### src/hdl/ctm_pkg.sv
// Constants, register map and carrier types of the cascaded timer pair
package ctm_pkg;

   localparam int ADDR_W = 12;
   localparam int DATA_W = 32;
   localparam int CNT_W  = 8;

   // Register byte offsets
   localparam logic [ADDR_W-1:0] OFF_MODE    = 12'h000;
   localparam logic [ADDR_W-1:0] OFF_CTRL    = 12'h004;
   localparam logic [ADDR_W-1:0] OFF_CMP     = 12'h008;
   localparam logic [ADDR_W-1:0] OFF_CARRIER = 12'h00c;
   localparam logic [ADDR_W-1:0] OFF_STATUS  = 12'h010;

   // Mode register fields
   localparam int MODE_LSB   = 0;
   localparam int MODE_W     = 2;
   localparam int PWM_EN_BIT = 2;

   // Control register fields
   localparam int UP_RUN_BIT  = 0;
   localparam int LO_RUN_BIT  = 1;
   localparam int UP_PIN_BIT  = 2;
   localparam int LO_PIN_BIT  = 3;
   localparam int LO_SEL_LSB  = 4;
   localparam int UP_SEL_BIT  = 7;

   // Compare register fields
   localparam int UCMP_LSB = 0;
   localparam int LCMP_LSB = 8;
   localparam int HCMP_LSB = 16;

   // Carrier control register fields
   localparam int GATE_BIT   = 0;
   localparam int GBUF_BIT   = 1;
   localparam int RMC_BIT    = 2;

   // Status register fields
   localparam int ST_UCNT_LSB = 0;
   localparam int ST_LCNT_LSB = 8;
   localparam int ST_UOUT_BIT = 16;
   localparam int ST_LOUT_BIT = 17;
   localparam int ST_GATE_BIT = 18;
   localparam int ST_HSEL_BIT = 19;

   // Lower timer count clock selections
   localparam logic [2:0] SEL_MAIN     = 3'h0;
   localparam logic [2:0] SEL_MAIN_D4  = 3'h1;
   localparam logic [2:0] SEL_EXT_D1   = 3'h2;
   localparam logic [2:0] SEL_EXT_D2   = 3'h3;
   localparam logic [2:0] SEL_EXT_D4   = 3'h4;
   localparam logic [2:0] SEL_EXT_D8   = 3'h5;

   localparam logic [1:0] PRE_LAST  = 2'h3;
   localparam logic [7:0] CNT_ZERO  = 8'h00;
   localparam logic [7:0] CNT_TOP   = 8'hff;
   localparam logic [DATA_W-1:0] RD_ZERO = 32'h0000_0000;

   typedef enum logic [1:0] {
      CTM_MODE_SPLIT,
      CTM_MODE_CASCADE,
      CTM_MODE_CARRIER
   } ctm_mode_t;

   typedef struct packed {
      logic       upper_sel;
      logic [2:0] lower_sel;
      logic       lower_pin_enable;
      logic       upper_pin_enable;
      logic       lower_run;
      logic       upper_run;
   } ctm_ctrl_t;

   typedef struct packed {
      logic [CNT_W-1:0] carrier_high_compare;
      logic [CNT_W-1:0] lower_compare;
      logic [CNT_W-1:0] upper_compare;
   } ctm_cmp_t;

   typedef struct packed {
      logic remote_out_select;
      logic carrier_gate_buffer;
      logic carrier_gate;
   } ctm_carrier_t;

   localparam ctm_ctrl_t    CTRL_RST    = '0;
   localparam ctm_cmp_t     CMP_RST     = '0;
   localparam ctm_carrier_t CARRIER_RST = '0;

endpackage

### src/hdl/ctm_timer_top.sv
// Cascaded 8-bit timer pair with APB register slave
//
// Decided for this implementation: the APB register port and the register addresses.
`timescale 1ns/1ns

// Summary of operation
// - Event counter mode increments the 16-bit pair on each valid event edge.
// - 16-bit match clears both counters, keeps counting, raises only lower interrupt.
// - In 16-bit mode only the lower run bit starts and clears the pair.
// - 16-bit square wave toggles the lower output on every full match.
// - Lower run bit at 0 forces the square-wave output to 0.
// - Lower clock select picks main, main/4, or external input /1,/2,/4,/8.
// - Carrier mode: lower match interrupts, toggles, swaps low and high compare.
// - Upper match raises upper interrupt; its rising edge loads gate from buffer.
// - Carrier reaches the lower pin only while the gate bit is 1.
// - Carrier control holds remote select bit 2, buffer bit 1, gate bit 0.
// - Gate writes ignored while lower pin enabled; write during upper irq reloads.
// - PWM: overflow drives upper output high, match drives low and interrupts.
// - PPG: each match interrupts, toggles, clears counter and swaps compares.
// - A timer output pin starts low when its output is enabled, except the lower pin in carrier mode with remote select and gate both 1.
// - Upper counter is the high byte, lower counter the low byte.
module ctm_timer_top #(
   parameter int PRE_DIV = 4
) (
   input  wire logic                          pclk,
   input  wire logic                          presetn,
   input  wire logic                          psel,
   input  wire logic                          penable,
   input  wire logic                          pwrite,
   input  wire logic [ctm_pkg::ADDR_W-1:0]   paddr,
   input  wire logic [ctm_pkg::DATA_W-1:0]   pwdata,
   output logic      [ctm_pkg::DATA_W-1:0]   prdata,
   output logic                               pready,
   output logic                               pslverr,
   input  wire logic                          event_input_pin,
   output logic                               upper_out_pin,
   output logic                               lower_out_pin,
   output logic                               upper_irq,
   output logic                               lower_irq
);
   import ctm_pkg::*;

   function automatic logic hit(input logic [ADDR_W-1:0] a, input logic [ADDR_W-1:0] off);
      return a == off;
   endfunction

   ctm_mode_t        mode_q;
   logic             pwm_en_q;
   ctm_ctrl_t        ctrl_q;
   ctm_cmp_t         cmp_q;
   ctm_carrier_t     car_q, car_d;
   logic [CNT_W-1:0] ucnt_q, ucnt_d, lcnt_q, lcnt_d;
   logic             hsel_q, hsel_d;
   logic             lwave_q, lwave_d, uwave_q, uwave_d;
   logic [1:0]       pre_q;
   logic [2:0]       ext_div_q;
   logic             ev_s1_q, ev_s2_q, ev_s3_q;
   logic             pready_q, pslverr_q, uirq_q, lirq_q, uout_q, lout_q;
   logic [DATA_W-1:0] prdata_q;

   // Bus decode
   wire setup    = psel & ~penable & ~pready_q;
   wire access   = psel & penable & pready_q;
   wire wr       = access & pwrite;
   // Writes answer with zero read data
   wire rd_go    = setup & ~pwrite;
   wire hit_mode = hit(paddr, OFF_MODE);
   wire hit_ctrl = hit(paddr, OFF_CTRL);
   wire hit_cmp  = hit(paddr, OFF_CMP);
   wire hit_car  = hit(paddr, OFF_CARRIER);
   wire hit_st   = hit(paddr, OFF_STATUS);
   wire mapped   = hit_mode | hit_ctrl | hit_cmp | hit_car | hit_st;

   wire cascade = mode_q == CTM_MODE_CASCADE;
   wire carrier = mode_q == CTM_MODE_CARRIER;
   wire pwm     = (mode_q == CTM_MODE_SPLIT) & pwm_en_q;

   // Count clock sources
   localparam logic [1:0] PRE_END = 2'(PRE_DIV - 1);
   wire pre_tick = pre_q == PRE_END;
   wire ev_rise  = ev_s2_q & ~ev_s3_q;

   logic [2:0] ext_mask;
   always_comb begin
      case (ctrl_q.lower_sel)
         SEL_EXT_D2: ext_mask = 3'h1;
         SEL_EXT_D4: ext_mask = 3'h3;
         SEL_EXT_D8: ext_mask = 3'h7;
         default:    ext_mask = 3'h0;
      endcase
   end
   wire ext_tick = ev_rise & ((ext_div_q & ext_mask) == ext_mask);

   logic lsrc;
   always_comb begin
      case (ctrl_q.lower_sel)
         SEL_MAIN:    lsrc = 1'b1;
         SEL_MAIN_D4: lsrc = pre_tick;
         SEL_EXT_D1,
         SEL_EXT_D2,
         SEL_EXT_D4,
         SEL_EXT_D8:  lsrc = ext_tick;
         default:     lsrc = 1'b0;
      endcase
   end

   wire lrun    = ctrl_q.lower_run;
   wire urun    = cascade ? ctrl_q.lower_run : ctrl_q.upper_run;
   wire ltick   = lrun & lsrc;
   wire utick   = ~cascade & urun & (ctrl_q.upper_sel ? pre_tick : 1'b1);
   wire [15:0] cnt16 = {ucnt_q, lcnt_q};
   wire [15:0] cmp16 = {cmp_q.upper_compare, cmp_q.lower_compare};
   wire match16 = cascade & ltick & (cnt16 == cmp16);
   wire [CNT_W-1:0] lcmp_sel = hsel_q ? cmp_q.carrier_high_compare : cmp_q.lower_compare;
   wire lmatch  = ~cascade & ltick & (lcnt_q == lcmp_sel);
   wire umatch  = utick & (ucnt_q == cmp_q.upper_compare);
   wire uovf    = utick & (ucnt_q == CNT_TOP);
   wire ucarry  = cascade & ltick & (lcnt_q == CNT_TOP);

   // Lower counter and its output wave
   always_comb begin
      lcnt_d  = lcnt_q;
      hsel_d  = hsel_q;
      lwave_d = lwave_q;
      // Dropping the run bit clears count, phase and wave
      if (!lrun) begin
         lcnt_d  = CNT_ZERO;
         hsel_d  = 1'b0;
         lwave_d = 1'b0;
      end else if (match16) begin
         lcnt_d  = CNT_ZERO;
         lwave_d = ~lwave_q;
      end else if (lmatch) begin
         lcnt_d  = CNT_ZERO;
         hsel_d  = ~hsel_q;
         lwave_d = ~lwave_q;
      end else if (ltick) begin
         lcnt_d  = lcnt_q + 8'h01;
      end
      if (!ctrl_q.lower_pin_enable) begin
         lwave_d = 1'b0;
      end
   end

   // Upper counter and its output wave
   always_comb begin
      ucnt_d  = ucnt_q;
      uwave_d = uwave_q;
      if (!urun) begin
         ucnt_d  = CNT_ZERO;
         uwave_d = 1'b0;
      end else if (cascade) begin
         // Cascaded: advances only on the lower carry
         if (match16) begin
            ucnt_d = CNT_ZERO;
         end else if (ucarry) begin
            ucnt_d = ucnt_q + 8'h01;
         end
      end else if (pwm) begin
         // Match wins over a same-cycle overflow
         if (utick) begin
            ucnt_d = ucnt_q + 8'h01;
         end
         if (umatch) begin
            uwave_d = 1'b0;
         end else if (uovf) begin
            uwave_d = 1'b1;
         end
      end else if (umatch) begin
         // Interval mode restarts and toggles on match
         ucnt_d  = CNT_ZERO;
         uwave_d = ~uwave_q;
      end else if (utick) begin
         ucnt_d = ucnt_q + 8'h01;
      end
      if (!ctrl_q.upper_pin_enable) begin
         uwave_d = 1'b0;
      end
   end

   wire uirq_d = ~cascade & umatch;
   wire lirq_d = match16 | lmatch;

   // Carrier gate and buffer
   wire car_wr = wr & hit_car;
   always_comb begin
      car_d = car_q;
      if (carrier && uirq_d) begin
         car_d.carrier_gate = car_q.carrier_gate_buffer;
      end
      if (car_wr) begin
         // A write sets the gate over a same-cycle reload only if upper irq stands or lower pin is off
         car_d.remote_out_select   = pwdata[RMC_BIT];
         car_d.carrier_gate_buffer = pwdata[GBUF_BIT];
         if (uirq_q) begin
            car_d.carrier_gate = pwdata[GBUF_BIT];
         end else if (!ctrl_q.lower_pin_enable) begin
            car_d.carrier_gate = pwdata[GATE_BIT];
         end
      end
   end

   logic lout_d;
   always_comb begin
      if (!ctrl_q.lower_pin_enable) begin
         lout_d = 1'b0;
      end else if (carrier) begin
         lout_d = car_q.carrier_gate &
                  (car_q.remote_out_select | lwave_q);
      end else begin
         lout_d = lwave_q;
      end
   end
   // Upper pin cannot be used while cascaded
   logic uout_d;
   always_comb begin
      if (!ctrl_q.upper_pin_enable || cascade) begin
         uout_d = 1'b0;
      end else begin
         uout_d = uwave_q;
      end
   end

   // Read data
   logic [DATA_W-1:0] rd;
   always_comb begin
      rd = RD_ZERO;
      if (hit_mode) begin
         rd[MODE_LSB +: MODE_W] = mode_q;
         rd[PWM_EN_BIT]         = pwm_en_q;
      end
      if (hit_ctrl) begin
         rd[UP_SEL_BIT:0] = ctrl_q;
      end
      if (hit_cmp) begin
         rd[HCMP_LSB+CNT_W-1:0] = cmp_q;
      end
      if (hit_car) begin
         rd[RMC_BIT:0] = car_q;
      end
      if (hit_st) begin
         rd[ST_UCNT_LSB +: CNT_W] = ucnt_q;
         rd[ST_LCNT_LSB +: CNT_W] = lcnt_q;
         rd[ST_UOUT_BIT]          = uout_q;
         rd[ST_LOUT_BIT]          = lout_q;
         rd[ST_GATE_BIT]          = car_q.carrier_gate;
         rd[ST_HSEL_BIT]          = hsel_q;
      end
   end

   // Bus handshake, answered one cycle after setup
   always_ff @(posedge pclk or negedge presetn) begin
      if (!presetn) begin
         pready_q  <= 1'b0;
         pslverr_q <= 1'b0;
         prdata_q  <= RD_ZERO;
      end else begin
         pready_q  <= setup;
         pslverr_q <= setup & ~mapped;
         prdata_q  <= rd_go ? rd : RD_ZERO;
      end
   end

   // Software registers
   always_ff @(posedge pclk or negedge presetn) begin
      if (!presetn) begin
         mode_q   <= CTM_MODE_SPLIT;
         pwm_en_q <= 1'b0;
         ctrl_q   <= CTRL_RST;
         cmp_q    <= CMP_RST;
      end else begin
         if (wr && hit_mode) begin
            mode_q   <= ctm_mode_t'(pwdata[MODE_LSB +: MODE_W]);
            pwm_en_q <= pwdata[PWM_EN_BIT];
         end
         if (wr && hit_ctrl) begin
            ctrl_q <= pwdata[UP_SEL_BIT:0];
         end
         if (wr && hit_cmp) begin
            cmp_q <= pwdata[HCMP_LSB+CNT_W-1:0];
         end
      end
   end

   // Timer state
   always_ff @(posedge pclk or negedge presetn) begin
      if (!presetn) begin
         ev_s1_q   <= 1'b0;
         ev_s2_q   <= 1'b0;
         ev_s3_q   <= 1'b0;
         pre_q     <= 2'h0;
         ext_div_q <= 3'h0;
         lcnt_q    <= CNT_ZERO;
         ucnt_q    <= CNT_ZERO;
         hsel_q    <= 1'b0;
         lwave_q   <= 1'b0;
         uwave_q   <= 1'b0;
         car_q     <= CARRIER_RST;
      end else begin
         // Two synchroniser flops; the third only finds the rising edge
         ev_s1_q   <= event_input_pin;
         ev_s2_q   <= ev_s1_q;
         ev_s3_q   <= ev_s2_q;
         pre_q     <= pre_tick ? 2'h0 : pre_q + 2'h1;
         ext_div_q <= !lrun ? 3'h0 : ext_div_q + {2'h0, ev_rise};
         lcnt_q    <= lcnt_d;
         ucnt_q    <= ucnt_d;
         hsel_q    <= hsel_d;
         lwave_q   <= lwave_d;
         uwave_q   <= uwave_d;
         car_q     <= car_d;
      end
   end

   // Registered pins and interrupt pulses
   always_ff @(posedge pclk or negedge presetn) begin
      if (!presetn) begin
         uirq_q <= 1'b0;
         lirq_q <= 1'b0;
         uout_q <= 1'b0;
         lout_q <= 1'b0;
      end else begin
         uirq_q <= uirq_d;
         lirq_q <= lirq_d;
         uout_q <= uout_d;
         lout_q <= lout_d;
      end
   end

   assign prdata        = prdata_q;
   assign pready        = pready_q;
   assign pslverr       = pslverr_q;
   assign upper_irq     = uirq_q;
   assign lower_irq     = lirq_q;
   assign upper_out_pin = uout_q;
   assign lower_out_pin = lout_q;

endmodule

### config.mk
export PLATFORM = sky130hd
export DESIGN_NAME = ctm_timer_top
export DESIGN_NICKNAME = d
export VERILOG_FILES = /design/src/hdl/ctm_pkg.sv /design/src/hdl/ctm_timer_top.sv
export SDC_FILE = /design/constraint.sdc
export NUM_CORES = 1
export LEC_CHECK = 0
export ABC_AREA = 0
export BUFFER_PORTS_ARGS = -buffer_cell sky130_fd_sc_hd__buf_2
export CORE_MARGIN = 3
export CORE_UTILIZATION = 45
export CTS_CLUSTER_DIAMETER = 120
export DETAILED_ROUTE_END_ITERATION = 16
export PLACE_DENSITY = 0.66
export SKIP_CTS_REPAIR_TIMING = 1
export SYNTH_ARGS = -nofsm -noshare
export SYNTH_HDL_FRONTEND = slang
export SYNTH_SLANG_ARGS = --single-unit
### constraint.sdc
create_clock -name pclk -period 2.5 [get_ports pclk]
set_input_delay 0.375 -clock pclk [delete_from_list [all_inputs] [get_ports pclk]]
set_output_delay 0.375 -clock pclk [all_outputs]
set_load 0.01 [all_outputs]
==> key figures, run 1 <==
Synth
  – Ys async rst share: 100%
  – Register area share after synthesis: 47.6%
  – Cell accounting for the most synthesized area: dfrtp_1
  – Number of synthesized flops with an enable pin: 0
  – FF+latch count, synth: between 90 and 100
  – Primary FF master, synth: dfrtp_1
  – Syn. warnings: 0
  – Synthesized area: 0.00499 mm^2
  – Synth top area cells: dfrtp_1, mux2_4, xnor2_1
  – Cell variety after synth: 66
  – Mean Syn Cell Area: about 11 um^2
  – Synthesized instance count: around 440
  – Share of Yosys cell area claimed by the top area cell type: between 40% and 50%

Timing
  – Max Freq: a little over 400 MHz
  – Final Skew: around 0.012 ns
  – Final period util: a little over nine tenths
  – Hold Vio Cnt, Final: 0
  – RSZ-0062 raised after global routing: true
  – Hold slack: 0.0273 ns
  – Worst-margin pin slew: between 0.6 and 0.7 ns
  – Max Transition Viols Final: 0
  – Worst rel slew slack: around three fifths
  – Setup Viol. Count Final: 0
  – Fin crit period: about 2.5 ns

Clock network
  – CTS Root Buffer Type: clkbuf_8
  – Worst skew pair latency: around 0.37 ns
  – Max clock buf depth: 2
  – Worst-path clk slew: about 0.09 ns
  – TritonCTS Buffers: 9
  – H-tree depth: 3
  – CTS tree: built
  – Clock sinks: 95

Die
  – Core box area: about 0.011 mm^2
  – Starting Density: between 40% and 50%
  – Rows: 37
  – Vert. Die Dim: around 110 um
  – Ports: between 80 and 90
  – Die X: ~110 um
  – Total die area: 0.0124 mm^2

Drt
  – Number of DRC markers in iteration 0: approximately 250
  – Met2 Wirelength: between 5000 and 6000 um
  – Via Count: ~3.7k
  – Met3 routed WL: 750 um
  – # DRC: 0
  – Via/cell ratio: about 5.6
  – Routed length per instance: 18.1 um
  – Top sig layer: met4
  – Post-DRT Antenna Nets: 0
  – DRT Pass-1 Iters: 4
  – Wirelength, routed: 12100 um
  – Met1 Routed Length: 5260 um

Status
  – Status: completed

GRT
  – Initial antenna violation count: 0
  – Vias in the first global route: ~3.8k
  – Overall Global Routing Usage: between 10% and 20%
  – Total grt overflow: 0
  – First-pass GRT wire length: 19900 um
  – Largest net degree at the start of global routing: 48

Job
  – Max Cap Violations: 0

Layout
  – ANT cells: 0
  – Area Overhead vs Synth: 20.6%
  – Share of layout cells above drive strength 1: a little under two fifths
  – Fin nets: 586

Place
  – Placer's final routability congestion estimate: 0.886
  – Final HPWL DP: roughly 9000 um
  – I/O Buffers: 71

Worst setup path
  – CP arrival: around 2.7 ns
  – Crit-path max FO: 4
  – CP Data Required Time: between 2 and 3 ns
  – Setup crit end kind: flop
  – Worst Setup Start Kind: flop
  – R2r setup slk: approximately 0.048 ns
  – WS Path Type: flop to flop

Pwr
  – Pwr/cell area: roughly 470 mW/mm^2
  – Net Sw Frac: between 20% and 30%
  – Sequential share of power: a little over half
  – P_sw: about 620 uW
  – VDD IR max: 0.000343 V
  – Gate power share: 4.6%
  – Leakage: just under 0.003 uW
  – P_int: approximately 2200 uW
  – Clock share of power: between 40% and 50%
  – PnR Total Power: 2810 uW

Hold path
  – Worst Hold Class: primary input to async pin
[cell usage after synthesis (all sizes together), types with 3 or more instances]
library cell / number
o22a: 4
a21boi: 3
nor3b: 3
xnor2: 23
or4: 3
nor2b: 7
nand2: 20
clkbuf: 18
inv: 6
buf: 21
ha: 7
nor4: 4
or3: 3
nor2: 29
nand2b: 3
a31o: 6
a222oi: 6
o22ai: 3
and2: 9
dfrtp: 95
or2: 4
nor3: 6
o21ai: 9
mux2i: 10
a21oi: 11
nand3b: 7
nand4: 6
mux2: 36
nand4b: 4
xor2: 3
and3: 16
a22oi: 13
a211oi: 8
nand3: 9
[worst max-delay path: stages, from the launching register on]
cell	delay, ns
dfrtp_1	0.42
buf_6	0.14
ha_4	0.15
or4b_4	0.53
o22ai_4	0.21
buf_4	0.14
a41o_1	0.17
a21oi_2	0.07
or2_4	0.27
mux2_2	0.26
[metrics by stage]
step / instances / setup WS, ns / utilization, % / cell area, um^2 / TNS, ns
6_report: 670 / 0.0482 / 57.0 / 6020 / 0
5_1_grt: 670 / -0.0195 / 57.0 / 6020 / -0.0483
4_1_cts: 664 / -0.132 / 55.4 / 5850 / -0.988
3_5_place_dp: 648 / -0.0999 / 53.3 / 5620 / -0.589
3_3_place_gp: 648 / -0.0221 / 53.3 / 5620 / -0.0221
2_1_floorplan: 446 / 0.0269 / - / 5020 / 0
[power by group through the flow]
stage	registers, uW	logic [uW]	clock network [uW]
CTS	1540	121	1170
finish	1540	128	1140
detailed placement	1570	120	0
floorplan	1570	44.3	0
global route	1540	144	1230
global placement	1570	117	0
[cell type report]
| cell class | instances | area [um^2] |
|---|---|---|
| Inverter | 6 | 22.5 |
| Clock buffer | 10 | 138 |
| Multi-Input combinational cell | 306 | 2490 |
| Sequential cell | 95 | 2380 |
| Timing Repair Buffer | 111 | 724 |
| Clock inverter | 6 | 90.1 |
| Fill cell | 897 | 4540 |
| Tap cell | 136 | 170 |
[metal layers]
metal	vias to the layer above	track usage [%]
met1	1828	26.2
met2	113	32.2
met5	-	0
met4	0	6.00
met3	19	4.75
li1	1778	-
[cells in the final DEF (no fill, tap or decap), types with 4 or more instances in the layout]
cell	netlist	final
nand3b_1	7	7
o22a_1	4	4
dfrtp_1	95	95
xnor2_1	23	23
inv_1	6	5
conb_1	1	8
a21oi_1	11	9
buf_4	11	32
o21ai_0	9	8
a222oi_1	6	6
a31o_2	6	6
nand2_1	18	18
nand3_1	9	9
mux2_4	20	20
nor3_1	5	5
and3_1	16	16
clkbuf_8	0	10
a211oi_2	0	4
nand4_1	6	6
a211oi_1	8	4
nor2_1	29	29
nor2b_1	7	7
mux2_2	16	16
nand4b_1	4	4
mux2i_1	10	10
ha_1	7	5
a22oi_1	13	13
buf_12	0	4
buf_2	6	71
and2_1	9	8
[cells by family (layout without fill, tap and decap cells)]
logic type / count (synthesis) / in the layout / synth area share [%]
AOI/OAI and AO/OA: 80 / 80 / 12.4
xor gates and xnor gates: 26 / 26 / 4.56
adders and majority gates: 7 / 7 / 1.76
buffers and inverters: 45 / 133 / 4.96
DFF: 95 / 95 / 47.6
muxes: 47 / 47 / 12.1
other: 1 / 8 / 0.0752
and+or+nand+nor: 138 / 138 / 16.5
[worst paths after layout]
path                                 to             from  cells past startpoint
max                           ucnt_q[0]        ctrl_q[5]                      9
min                           ucnt_q[1]          presetn                      1
max reg2reg                   ucnt_q[0]        ctrl_q[5]                      9
min reg2reg                     ev_s2_q          ev_s1_q                      0
max in group asynchronous  ext_div_q[2]          presetn                      2
min in group pclk               ev_s1_q  event_input_pin                      1
[registers in the layout, indices dropped and copies added, names as in the netlist, 2 cells and up]
name and flops:
ucnt_q 8, ctrl_q 7, mode_q 2, prdata 24, car_q 3, ext_div_q 3, pre_q 2, lcnt_q 8
cmp16 16, cmp_q 8
Note: power is estimated with default switching activity, not from simulation.
==> inputs of run 2 (changes only) <==
--- a/config.mk
+++ b/config.mk
@@ -7,11 +7,13 @@
 export LEC_CHECK = 0
 export ABC_AREA = 0
 export BUFFER_PORTS_ARGS = -buffer_cell sky130_fd_sc_hd__buf_2
+export CORE_ASPECT_RATIO = 1.75
 export CORE_MARGIN = 3
 export CORE_UTILIZATION = 45
 export CTS_CLUSTER_DIAMETER = 120
 export DETAILED_ROUTE_END_ITERATION = 16
 export PLACE_DENSITY = 0.66
+export REMOVE_ABC_BUFFERS = 1
 export SKIP_CTS_REPAIR_TIMING = 1
 export SYNTH_ARGS = -nofsm -noshare
 export SYNTH_HDL_FRONTEND = slang
==> run 2 against run 1 <==
Effect of this change: worst setup slack hardly changed; critical path depth is 1 lower; sequential share of layout area is 0.30 points lower; wire length is 2.2% higher; clock power is 32% higher; worst hold slack better by 0.10 ns; combinational power hardly changed; power is 13% higher; clock skew is 0.0063 ns lower; die area is 0.40% higher; final cell count is 0.60% lower; via count is 3.8% higher.
==> key figures, run 2 (synthesis gave the netlist of run 1 again) <==
Status
  – Status: completed (unchanged)

Die
  – Rows: 50 (was 37)
  – Vert. Die Dim: 145 um (was 111 um)
  – Die X: 85.6 um (was 111 um)
  – Ports: 88 (unchanged)
  – Total die area: 0.0124 mm^2 (about the same)
  – Starting Density: 46.4% (was 47.3%)
  – Core box area: 0.0108 mm^2 (was 0.0106 mm^2)

Drt
  – Wirelength, routed: 12400 um (was 12100 um)
  – # DRC: 0 (unchanged)
  – DRT Pass-1 Iters: 6 (was 4)
  – Via Count: 3880 (was 3738)
  – Number of DRC markers in iteration 0: 210 (was 253)
  – Via/cell ratio: 5.83 (was 5.58)
  – Routed length per instance: 18.6 um (was 18.1 um)
  – Post-DRT Antenna Nets: 0 (unchanged)

Layout
  – Share of layout cells above drive strength 1: 36.8% (was 37.8%)
  – Most common cell after layout, fill and taps aside: dfrtp_1 (unchanged)
  – Final Core Density: 56.4% (was 57.0%)
  – Post-route insts no fill: 666 (was 670)
  – Area Overhead vs Synth: 21.5% (was 20.6%)
  – ANT cells: 0 (unchanged)
  – Flip-flop count of the largest register after layout: 24 (unchanged)
  – Fin nets: 588 (was 586)
  – Most frequent cells in the layout: dfrtp_1, buf_2, buf_4 (unchanged)

Hold path
  – WHS Endpoint: ev_s1_q
  – HP Start: event_input_pin
  – Hold Path Cell Cnt: 1
  – Worst Hold Class: primary input to flop (was primary input to async pin)

Timing
  – Hold Vio Cnt, Final: 0 (unchanged)
  – Final Skew: 0.00536 ns (was 0.0116 ns)
  – Final period util: 98.1% (about the same)
  – Fin crit period: 2.45 ns (about the same)
  – Setup Viol. Count Final: 0 (unchanged)
  – Worst rel slew slack: 66.4% (was 58.9%)
  – Max Freq: 408 MHz (about the same)
  – Worst-margin pin slew: 0.500 ns (was 0.617 ns)
  – Max Transition Viols Final: 0 (unchanged)

Place
  – DP Cell Count: 646 (was 648)
  – Final HPWL DP: 9130 um (was 8750 um)
  – Placer's final routability congestion estimate: 0.875 (was 0.886)
  – I/O Buffers: 71 (unchanged)

GRT
  – Largest net degree at the start of global routing: 52 (was 48)
  – Overall Global Routing Usage: 20.8% (was 19.8%)
  – First-pass GRT wire length: 20300 um (was 19900 um)
  – Vias in the first global route: 3970 (was 3839)
  – Initial antenna violation count: 0 (unchanged)
  – Total grt overflow: 0 (unchanged)

Clock network
  – Worst skew pair latency: 0.35 ns (was 0.37 ns)
  – CTS tree: built (unchanged)
  – H-tree depth: 3 (unchanged)
  – Worst-path clk slew: 0.07 ns (was 0.09 ns)
  – CTS Root Buffer Type: clkbuf_16 (was clkbuf_8)
  – TritonCTS Buffers: 9 (unchanged)
  – Clock sinks: 95 (unchanged)
  – Max clock buf depth: 2 (unchanged)

Worst setup path
  – CP arrival: 2.72 ns (was 2.71 ns)
  – R2r setup slk: 0.05 ns (about the same)
  – CP Data Required Time: 2.77 ns (was 2.76 ns)
  – WS Path Type: flop to flop (unchanged)
  – Critical R2R Launch: ctrl_q[5] (unchanged)
  – Crit-path max FO: 6 (was 4)
  – FF-to-FF End: lcnt_q[0] (was ucnt_q[0])
  – Worst Setup Start Kind: flop (unchanged)
  – Setup crit end kind: flop (unchanged)
  – FF-to-FF path depth: 8 (was 9)

Pwr
  – Leakage: 0.00297 uW (was 0.00293 uW)
  – VDD IR max: 0.000410 V (was 0.000343 V)
  – Pwr/cell area: 525 mW/mm^2 (was 467 mW/mm^2)

Job
  – Max Cap Violations: 0 (unchanged)
## run 2: changes by cell type in the layout (fill, tap and decap cells not counted), sizes merged
cell         previous run  this run
clkinv                  1         2
clkinvlp                1         0
buf                   111       112
dlygate4sd3             0         1
## run 2: final cells by class
cell class	count	area, um^2
Timing Repair Buffer	113	729
Sequential cell	95	2380
Clock inverter	6	91.3
Fill cell	948	4700
Multi-Input combinational cell	306	2440
Inverter	6	22.5
Clock buffer	10	239
Tap cell	130	163
## run 2: per-layer routing
layer / part of all wire [%] / vias to the layer above / routed length (um) / global-route usage [%]
met5: 0 / - / 0 / 0
met4: 3.4 / 0 / 426 / 10.6
met3: 4.1 / 30 / 511 / 4.43
met2: 57 / 120 / 7050 / 37.5
met1: 36 / 1953 / 4410 / 22.3
li1: - / 1777 / - / -
## run 2: report_power, final
group | total, uW | leakage, uW | internal, uW | switching (uW)
combinational | 126 | 0.00151 | 47.6 | 78.0
sequential | 1540 | 0.00130 | 1540 | 2.26
clock | 1510 | 0.000163 | 911 | 603
## run 2: worst max path at each step
stage | startpoint | end | slack [ns] | cells after the start
detailed placement | ctrl_q[6] | lcnt_q[7] | -0.06 | 7
CTS | ctrl_q[5] | lcnt_q[7] | -0.08 | 8
finish | ctrl_q[5] | lcnt_q[0] | 0.05 | 8
floorplan | paddr[7] | cmp16[10] | -0.36 | 5
global placement | ctrl_q[6] | lcnt_q[7] | -0.007 | 7
global route | ctrl_q[5] | lcnt_q[0] | -0.03 | 8
## run 2: worst max-delay path, cell delays in order, from the launching register on
cell,delay (ns)
dfrtp_1,0.38
buf_4,0.14
ha_2,0.17
or4b_4,0.52
o22ai_4,0.21
nand2_4,0.12
buf_6,0.15
or4_1,0.52
a21boi_2,0.15
## run 2: metrics by stage
step                      setup TNS [ns]  instance area [um^2]  setup WS, ns  hold slack [ns]  total power, uW
final                                  0                  6060        0.0481            0.127             3180
after global routing             -0.0648                  6060       -0.0350            0.110             3290
after CTS                         -0.248                  5980       -0.0752          -0.0491             3210
after detailed placement          -0.158                  5650       -0.0625            0.329             1690
after global placement          -0.00692                  5650      -0.00692            0.318             1690
after floorplan                   -10.22                  4790        -0.358           0.0794             1600
